--- src/design/prs_pkg.sv ---
// Constants, carriers and state type for the reset and power-down sequencer
package prs_pkg;
    // Clock and delay figures
    localparam int CLK_PERIOD_NS = 10;
    localparam int NS_PER_MS = 1000000;
    localparam int POR_DELAY_MS = 128;
    localparam int XTAL_DELAY_MS = 150;
    localparam int LOCK_DELAY_MS = 1;
    // Least times round up to whole cycles
    localparam int POR_CYCLES = (POR_DELAY_MS * NS_PER_MS + CLK_PERIOD_NS - 1) / CLK_PERIOD_NS;
    localparam int XTAL_CYCLES = (XTAL_DELAY_MS * NS_PER_MS + CLK_PERIOD_NS - 1) / CLK_PERIOD_NS;
    localparam int LOCK_CYCLES = (LOCK_DELAY_MS * NS_PER_MS + CLK_PERIOD_NS - 1) / CLK_PERIOD_NS;
    localparam int CNT_W = 24;
    localparam int CD_W = 3;
    localparam int WS_W = 3;
    localparam logic [CNT_W-1:0] CNT_ZERO = 24'h000000;
    localparam logic [CNT_W-1:0] CNT_ONE = 24'h000001;
    localparam logic [CD_W-1:0] CD_RESET = 3'h3;
    // One-hot wake source codes
    localparam logic [WS_W-1:0] WS_NONE = 3'h0;
    localparam logic [WS_W-1:0] WS_TIC = 3'h1;
    localparam logic [WS_W-1:0] WS_SPI = 3'h2;
    localparam logic [WS_W-1:0] WS_INT0 = 3'h4;

    // Wake bits of the power control register
    typedef struct packed {
        logic spi_wake_enable;
        logic ext_int0_wake_enable;
    } prs_pwr_ctl_t;

    // Fields of the PLL control register that software writes
    typedef struct packed {
        logic oscillator_power_down;
        logic [CD_W-1:0] core_clock_divider;
    } prs_pll_ctl_t;

    // Wake interrupt requests and their enables
    typedef struct packed {
        logic tic_irq;
        logic tic_en;
        logic spi_irq;
        logic spi_irq_en;
        logic int0_irq;
        logic int0_en;
    } prs_wake_t;

    typedef enum logic [2:0] {
        ST_POR,
        ST_PINRST,
        ST_RUN,
        ST_PD,
        ST_XTAL,
        ST_LOCK
    } prs_st_t;

    // Whole state of the sequencer
    typedef struct packed {
        prs_st_t st;
        logic [CNT_W-1:0] cnt;
        logic osc_off;
        logic lock;
        logic wake;
        logic [WS_W-1:0] wake_src;
        logic [CD_W-1:0] clk_div;
    } prs_state_t;
endpackage : prs_pkg

--- src/design/prs_top.sv ---
// Power-on reset, power-down entry, hold and wake-up sequencer
//
// What this block does
// Hold reset below threshold, then 128 ms delay
// Falling supply keeps reset until fully dead
// Power-down bit write enters full power-down; ignored during crystal start
// Power-down stops PLL and core clock
// Oscillator runs in power-down unless powered down
// Only interval timer runs; other peripherals off
// Ports hold, DAC tri-states, strobes driven low
// Reset pin restores defaults, resumes at vector
// Power cycle restarts after 128 ms delay
// Enabled interval timer with oscillator wakes device
// Wake resumes after power-down instruction, no reset
// Enabled SPI interrupt with wake bit wakes
// Enabled external interrupt 0 with wake bit wakes
// Core executes unlocked for about 1 ms
// Lock flag reported; software polls it
// Halted oscillator adds 150 ms start-up delay
// Software lowers core clock through divider field
// Disabled wake sources ignored; stay powered down
`timescale 1ns/1ns
module prs_top
    import prs_pkg::*;
#(
    parameter int POR_CYC_P = POR_CYCLES,
    parameter int XTAL_CYC_P = XTAL_CYCLES,
    parameter int LOCK_CYC_P = LOCK_CYCLES
) (
    input wire logic CLK_I,                 // System clock, 100 MHz
    input wire logic RESETN_I,              // Async reset, active low
    input wire logic SUPPLY_OK_I,           // Digital supply above reset threshold
    input wire logic RESET_PIN_I,           // External reset pin, high asserted
    input wire logic PD_SET_I,              // Pulse: power-down bit written 1
    input wire prs_pwr_ctl_t PWR_CTL_I,     // Wake enable bits
    input wire prs_pll_ctl_t PLL_CTL_I,     // Oscillator and divider fields
    input wire prs_wake_t WAKE_I,           // Wake requests and enables
    input wire logic ALE_I,                 // Core address latch strobe
    input wire logic PSTROBE_I,             // Core program store strobe
    output logic CORE_RESET_O,              // Core and registers held in reset
    output logic PD_ACTIVE_O,               // Power-down in force
    output logic PLL_EN_O,                  // PLL running
    output logic CORE_CLK_EN_O,             // Core clock running
    output logic OSC_EN_O,                  // 32 kHz oscillator running
    output logic TIC_RUN_O,                 // Interval timer running
    output logic PERIPH_EN_O,               // Other peripherals powered
    output logic PORT_HOLD_O,               // Port pins latched
    output logic DAC_OE_O,                  // DAC driven; low is high impedance
    output logic ALE_O,                     // Address latch strobe pin
    output logic PSTROBE_O,                 // Program store strobe pin
    output logic WAKE_O,                    // Pulse: wake interrupt to core
    output logic [WS_W-1:0] WAKE_SRC_O,     // Source of last wake, one-hot
    output logic LOCK_O,                    // PLL lock status bit
    output logic [CD_W-1:0] CLK_DIV_O       // Core clock divider to clock tree
);

    // Parameters must fit the shared counter
    if (POR_CYC_P < 1 || POR_CYC_P > (1 << CNT_W)) begin : g_chk_por
        $error("POR_CYC_P out of range");
    end
    if (XTAL_CYC_P < 1 || XTAL_CYC_P > (1 << CNT_W)) begin : g_chk_xtal
        $error("XTAL_CYC_P out of range");
    end
    if (LOCK_CYC_P < 1 || LOCK_CYC_P > (1 << CNT_W)) begin : g_chk_lock
        $error("LOCK_CYC_P out of range");
    end

    localparam logic [CNT_W-1:0] POR_LAST = CNT_W'(POR_CYC_P - 1);
    localparam logic [CNT_W-1:0] XTAL_LAST = CNT_W'(XTAL_CYC_P - 1);
    localparam logic [CNT_W-1:0] LOCK_LAST = CNT_W'(LOCK_CYC_P - 1);

    prs_state_t q;
    prs_state_t d;
    logic wake_tic;
    logic wake_spi;
    logic wake_int0;

    // Qualified wake requests; anything else is ignored
    assign wake_tic = WAKE_I.tic_irq && WAKE_I.tic_en && !q.osc_off; // see R10
    assign wake_spi = WAKE_I.spi_irq && WAKE_I.spi_irq_en && PWR_CTL_I.spi_wake_enable;
    assign wake_int0 = WAKE_I.int0_irq && WAKE_I.int0_en && PWR_CTL_I.ext_int0_wake_enable;

    // Next-state logic
    always_comb begin
        d = q;
        d.wake = 1'b0;
        d.clk_div = PLL_CTL_I.core_clock_divider;
        case (q.st)
            ST_POR: begin
                if (q.cnt == POR_LAST) begin // see R1
                    d.st = ST_RUN;
                    d.cnt = CNT_ZERO;
                    d.lock = 1'b1;
                end else begin
                    d.cnt = q.cnt + CNT_ONE;
                end
            end
            ST_PINRST: begin
                if (!RESET_PIN_I) begin
                    d.st = q.osc_off ? ST_XTAL : ST_LOCK;
                    d.cnt = CNT_ZERO;
                end
            end
            ST_RUN, ST_LOCK: begin
                if (PD_SET_I) begin
                    d.st = ST_PD;
                    d.cnt = CNT_ZERO;
                    d.lock = 1'b0;
                    d.osc_off = PLL_CTL_I.oscillator_power_down;
                end else if (q.st == ST_LOCK) begin
                    if (q.cnt == LOCK_LAST) begin
                        d.st = ST_RUN;
                        d.cnt = CNT_ZERO;
                        d.lock = 1'b1;
                    end else begin
                        d.cnt = q.cnt + CNT_ONE;
                    end
                end
            end
            ST_PD: begin
                // Priority: timer, then SPI, then external interrupt 0
                if (wake_tic || wake_spi || wake_int0) begin // see R11
                    d.wake = 1'b1;
                    d.wake_src = wake_tic ? WS_TIC : (wake_spi ? WS_SPI : WS_INT0);
                    d.st = q.osc_off ? ST_XTAL : ST_LOCK;
                    d.cnt = CNT_ZERO;
                end
            end
            ST_XTAL: begin
                if (q.cnt == XTAL_LAST) begin
                    d.st = ST_LOCK;
                    d.cnt = CNT_ZERO;
                    d.osc_off = 1'b0;
                end else begin
                    d.cnt = q.cnt + CNT_ONE;
                end
            end
            default: begin
                d.st = ST_POR;
                d.cnt = CNT_ZERO;
            end
        endcase
        // Reset pin overrides every running state
        if (RESET_PIN_I && q.st != ST_POR) begin
            d.st = ST_PINRST;
            d.cnt = CNT_ZERO;
            d.lock = 1'b0;
            d.wake = 1'b0;
            d.wake_src = WS_NONE;
            d.clk_div = CD_RESET;
        end
        // Low supply restarts the power-on delay and holds it
        if (!SUPPLY_OK_I) begin // see R1 see R2
            d.st = ST_POR;
            d.cnt = CNT_ZERO;
            d.osc_off = 1'b0;
            d.lock = 1'b0;
            d.wake = 1'b0;
            d.wake_src = WS_NONE;
            d.clk_div = CD_RESET;
        end
    end

    // State register
    always_ff @(posedge CLK_I or negedge RESETN_I) begin
        if (!RESETN_I) begin
            q <= '{st: ST_POR, cnt: CNT_ZERO, osc_off: 1'b0, lock: 1'b0,
                   wake: 1'b0, wake_src: WS_NONE, clk_div: CD_RESET};
        end else begin
            q <= d;
        end
    end

    // Output decode from registered state
    assign CORE_RESET_O = (q.st == ST_POR) || (q.st == ST_PINRST); // see R8
    assign PD_ACTIVE_O = (q.st == ST_PD);
    assign PLL_EN_O = (q.st == ST_RUN) || (q.st == ST_LOCK) || (q.st == ST_POR)
                      || (q.st == ST_PINRST && !q.osc_off); // see R4
    assign CORE_CLK_EN_O = (q.st != ST_PD); // see R4
    assign OSC_EN_O = !(q.st == ST_PD && q.osc_off);
    assign TIC_RUN_O = WAKE_I.tic_en && OSC_EN_O;
    assign PERIPH_EN_O = (q.st != ST_PD);
    assign PORT_HOLD_O = (q.st == ST_PD);
    assign DAC_OE_O = (q.st != ST_PD);
    assign ALE_O = ALE_I && (q.st != ST_PD);
    assign PSTROBE_O = PSTROBE_I && (q.st != ST_PD);
    assign WAKE_O = q.wake;
    assign WAKE_SRC_O = q.wake_src;
    assign LOCK_O = q.lock;
    assign CLK_DIV_O = q.clk_div;
endmodule : prs_top

--- config.mk ---
export PLATFORM = sky130hd
export DESIGN_NAME = prs_top
export DESIGN_NICKNAME = d
export VERILOG_FILES = /design/src/design/prs_pkg.sv /design/src/design/prs_top.sv
export SDC_FILE = /design/constraint.sdc
export NUM_CORES = 1
export LEC_CHECK = 0
export BUFFER_PORTS_ARGS = -buffer_cell sky130_fd_sc_hd__buf_2
export CORE_MARGIN = 3
export CORE_UTILIZATION = 40
export DETAILED_ROUTE_END_ITERATION = 10
export PLACE_DENSITY_LB_ADDON = 0.1
export SYNTH_ARGS = -nofsm -noshare
export SYNTH_HDL_FRONTEND = slang
export SYNTH_SLANG_ARGS = --single-unit
--- constraint.sdc ---
create_clock -name CLK_I -period 2.5 [get_ports CLK_I]
set_input_delay 0.5 -clock CLK_I [delete_from_list [all_inputs] [get_ports CLK_I]]
set_output_delay 0.5 -clock CLK_I [all_outputs]
set_load 0.01 [all_outputs]
After elaboration in Yosys (flattened, before gate mapping)
Cells that the tools add are included.
- bits in registers: 36
- latch bits: 0
- bits in writable memories: 0
- ROM bits: 0
- bits of input ports: 19
- logic and storage cells: 84
- memories: 0
- add/subtract/negate cells: 1
- $mul: 0
- div/mod/pow operators: 0
- $lt $le $gt $ge: 0
- eq/ne operators: 21
- shift-type cells: 0
- muxes and demuxes: 27
- bitwise gates (word level): 0
- reduce and logical (&&, ||, !) cells: 28
- operators by type and width (cell ; count):
    27-bit 2-to-1 mux ; 5
    27-bit case mux with 5 select lines ; 1
    24-bit 2-to-1 mux ; 3
    24-bit equality test, second input constant ; 2
    36-bit 2-to-1 mux ; 1
    24-bit by 1-bit adder with 24-bit output, second input constant ; 1
    24-bit by 17-bit equality test with 1-bit output, second input constant ; 1
    3-bit 2-to-1 mux ; 5
    1-bit logical AND ; 12
    4-bit != test, second input constant ; 3
    5-bit != test, second input constant ; 2
    3-bit by 1-bit != test with 1-bit output, second input constant ; 3
    4-bit 2-to-1 mux ; 2
    8-bit 2-to-1 mux ; 1
    1-bit 2-to-1 mux ; 7
    3-bit by 2-bit equality test with 1-bit output, second input constant ; 2
    3-bit equality test, second input constant ; 2
    1-bit logical OR ; 6
    3-bit != test, second input constant ; 2
    3-bit AND reduction ; 2
    6-bit AND reduction ; 1
    4-bit by 1-bit != test with 1-bit output, second input constant ; 1
    4-bit by 2-bit != test with 1-bit output, second input constant ; 1
    1-bit case mux with 2 select lines ; 2
    other kinds (8) ; 9

Depth between registers and ports, before layout
- depth in word-level cells: 8
- depth in mapped cells: 8

Least setup slack after synthesis
Ideal clock, no wire load.
- path kind: reg-to-reg
- start: register q[26] (netlist name)
- end: register q[31] (netlist name)
- library setup time: 143 ps
- data arrival time: 2258 ps
- required time: 2357 ps
- slack: 99 ps
- cell stages (with the launch flop): 7
- buffers on the path: 1
- path through: dfrtp_1 > or4b_1 > or4_4 > o21a_4 > o31ai_4 > buf_6 > a22oi_1
- word-level cells in the longest chain between the ends: 7
- elaborated cells on any way between the ends: 12
- RTL lines (item ; RTL line ; RTL):
    start, declared ; prs_top.sv:72 ; prs_state_t q;
    start signal, assigned ; prs_top.sv:167 ; q <= '{st: ST_POR, cnt: CNT_ZERO, osc_off: 1'b0, lock: 1'b0,
    24-bit by 1-bit adder with 24-bit output / 24-bit by 17-bit equality test with 1-bit output (equally long branches) ; - ;
    24-bit 2-to-1 mux ; prs_top.sv:111 ; if (q.cnt == LOCK_LAST) begin
    27-bit 2-to-1 mux ; prs_top.sv:110 ; end else if (q.st == ST_LOCK) begin
    27-bit 2-to-1 mux ; prs_top.sv:105 ; if (PD_SET_I) begin
    27-bit case mux with 5 select lines (*) ; prs_top.sv:88 ; case (q.st)
    27-bit 2-to-1 mux (*) ; prs_top.sv:144 ; if (RESET_PIN_I && q.st != ST_POR) begin
    36-bit 2-to-1 mux (*) ; prs_top.sv:153 ; if (!SUPPLY_OK_I) begin
Mark *: on every way between the ends. The rest lies on a longest branch, timed or not. The select of a mux whose other input is x is not followed.
A chain may end at the register's enable or synchronous reset.

Final worst setup path
- start: register q[20] (netlist name)
- end: register q, in the netlist LOCK_O
- word-level cells in the longest chain between the ends: 3
- elaborated cells on any way between the ends: 5
- RTL lines (item ; RTL line):
    24-bit by 17-bit equality test with 1-bit output / 24-bit equality test (equally long branches) ; prs_top.sv:111, prs_top.sv:90
    5-bit != test (no line) / 4-bit != test (equally long branches) ; -
    4-bit AND reduction (no line) (*) ; -
Mark *: on every way between the ends. The rest lies on a longest branch, timed or not.

==> impl_results.md <==
* Status: finished clean
* Largest family of logic cells by synthesized area: simple AND/OR/NAND/NOR gates
* Total wire length at approximately 6.5 mm
* GR Overflow Total at 0
* Peak VDD IR at ~0.00034 V
* Buf/Inv on CP at 0
* GPL Wtd Cong at between 0.8 and 0.9
* Setup crit start kind: register
* Post-synthesis mux area share at 0.9631%
* CP max FO at 5
* Worst-Margin Slew at between 0.8 and 0.9 ns
* DRT Pass-1 Iters at 5
* Crit. End Element: register
* Max_cap viols at 0
* Die Y-Extent at between 80 and 90 um
* Clock tree sinks at 36
* Post-synthesis compound-gate area fraction at between 20 and 25%
* Power Dens Cells at between 700 and 800 nW/um^2
* Hold WS at 0.3090 ns
* Commonest non-fill, non-tap cell in the layout: buf_2
* Tcrit/Tclk final at between 90% and 100%
* Slowest-stage cell, CP: or4_4
* Async set-reset flop share out of synthesis at between 90% and 100%
* Data arrival time of the critical path at between 2 and 3 ns
* EDFF count, synth at 0
* Reg2reg path depth at 5
* ANT cells at 0
* Synth Area in Simple Gates at a little over a quarter
* Clock skew at a little under 0.006 ns
* Full die area at between 6000 and 7000 um^2
* Final setup vio count at 0
* Synth Net Count at between 200 and 300
* Fin Setup TNS at 0 ns
* Nets at between 300 and 400
* Layout area overhead at 20.06%
* RSZ-0062 raised after global routing: false
* Row cnt at 27
* Class of the worst hold path: in -> async
* Clock transition at path regs at about 0.08 ns
* Most frequent cells in the layout: 37 x buf_2, 33 x dfrtp_1, 26 x a21oi_1
* Vias in the first global route at roughly 2200
* Share of cells above drive strength 1 at approximately 28%
* Clk buf depth at 2
* IO Pins at 38
* Cells after synthesis at roughly 270
* DRC viols at 0
* Post-Synth Adder-Cell Area at less than 1%
* Port Buffers at 37
* Worst EP required at approximately 2.7 ns
* Post-synthesis sequential area ratio at about two fifths
* Clock buffer count from CTS at 5
* Leak at 0.001181 uW
* Fill cell count at ~540
* CTS tree: built
* DR iter-0 viols at around 160
* CTS H-tree lvls at 2
* Starting Density at about two fifths
* Synth unique cells at slightly below 50
* Largest net degree at the start of global routing at 37
* Core footprint at 5574 um^2
* Latest clock arrival within the worst-skew pair at approximately 0.3 ns
* Synth warn at 0
* R2R Setup Slk at 0.09 ns
* Fmax at ~410 MHz
* GRT Total Usage at about a fifth
* Syn Area/Cell at just under 9 um^2
* #FFs+latches synth at 36
* Worst R2R Start: q[20]
* Max_slew headroom at between 40% and 50%
* Crit-path cells: or4b_1 > or4_4 > o21a_4 > a211oi_1 > mux2_2
* Syn Std Cell Area at between 2000 and 2500 um^2
* Slowest stage delay, CP at roughly 0.54 ns
* Top delay family on crit path: simple AND/OR/NAND/NOR gates
* Initial antenna violation count at 0
* Die Span X at approximately 82 um
* Hold Fails Final Rpt at 0
* Antenna violation net count after detailed routing at 0
* Detail Placement HPWL at roughly 4.7 mm
* Post-Synth XOR/XNOR Area at under 10%
* CTS Hold Bufs at 0
* Root buf cell: clkbuf_8
* Ys flop type: dfrtp_1
* DR WL/cell at between 15 and 20 um
* Global-route wire length before repair at around 11 mm
* Final min period at around 2.4 ns
* Max-slew violations at 0
* Crit Path Class: reg -> reg
* Via count at around 2300
* Postcts setup bufs at 0
* Vias/cell at roughly 5.9
* Worst R2R End: LOCK_O
==> synthesized netlist by cell type (all sizes together) (6+ instances only) <==
master   n  share of area, %
and3     9               2.4
nor3    13               2.8
o21ai   16               3.4
inv      8               1.3
a21oi   26               5.6
nand3   14               3.0
nor2    12               1.9
clkbuf   9               1.4
or3      7               1.9
a31o     6               2.2
nand2   21               3.4
dfrtp   34                36
xnor2    6               2.2
buf     10               3.4
==> layout make-up <==
type | count | area (um^2) | area share [%]
Clock inverter | 3 | 18.77 | 0.6684
Inverter | 8 | 30.03 | 1.070
Sequential cell | 36 | 904.6 | 32.22
Clock buffer | 5 | 68.82 | 2.451
Timing Repair Buffer | 62 | 397.9 | 14.17
Tap cell | 72 | 90.09 | 3.209
Multi-Input combinational cell | 204 | 1297 | 46.21
==> stage by stage <==
| step | cell area (um^2) | instances | util (%) | total power (uW) | setup WS (ns) |
|---|---|---|---|---|---|
| final | 2808 | 390 | 50.37 | 2085 | 0.08737 |
| after floorplan | 2338 | 267 | - | 1312 | 0.09861 |
| after global placement | 2714 | 382 | 48.69 | 1668 | 0.01433 |
| after CTS | 2806 | 390 | 50.35 | 2097 | 0.08851 |
| after global routing | 2808 | 390 | 50.37 | 2244 | 0.007709 |
| after detailed placement | 2714 | 382 | 48.69 | 1659 | 0.01597 |
==> timing repair <==
item | in CTS | in global routing
endpoints found under the setup margin | 1 | 1
resized for setup | 1 | 1
pin swaps | 0 | 0
==> worst max path at each step <==
stage / slack, ns / start / end / depth (start not counted)
after floorplan: 0.1 / q[26] / q[31] / 6
after global placement: 0.01 / q[20] / q[35] / 5
after detailed placement: 0.02 / q[20] / q[35] / 5
after CTS: 0.09 / q[20] / LOCK_O / 5
after global routing: 0.008 / q[20] / q[23] / 6
final: 0.09 / q[20] / LOCK_O / 5
==> registers in the layout (all words and copies together), names as in the netlist <==
name	flops
CLK_DIV_O	3
LOCK_O	1
WAKE_O	1
WAKE_SRC_O	3
q	28
==> layer usage <==
metal / global-route usage (%) / routed length, um / vias up
met4: 7.309 / 110 / 0
met3: 4.230 / 405 / 13
met5: 0 / 0 / -
li1: - / - / 1100
met1: 28.31 / 2920 / 1097
met2: 32.93 / 3051 / 85
==> power breakdown <==
| part | internal (uW) | total [uW] | switching [uW] |
|---|---|---|---|
| clock network | 194 | 422 | 227 |
| logic | 394 | 953 | 560 |
| registers | 637 | 710 | 73.9 |
==> cell families (layout without fill, tap and decap cells) <==
logic type,count (synthesis),after routing
buffers and inverters,27,78
DFF,36,36
and+or+nand+nor,111,111
adders and majority gates,1,1
AOI/OAI and AO/OA,80,80
xor gates and xnor gates,10,10
muxes,2,2
Note: power is estimated with default switching activity, not from simulation.
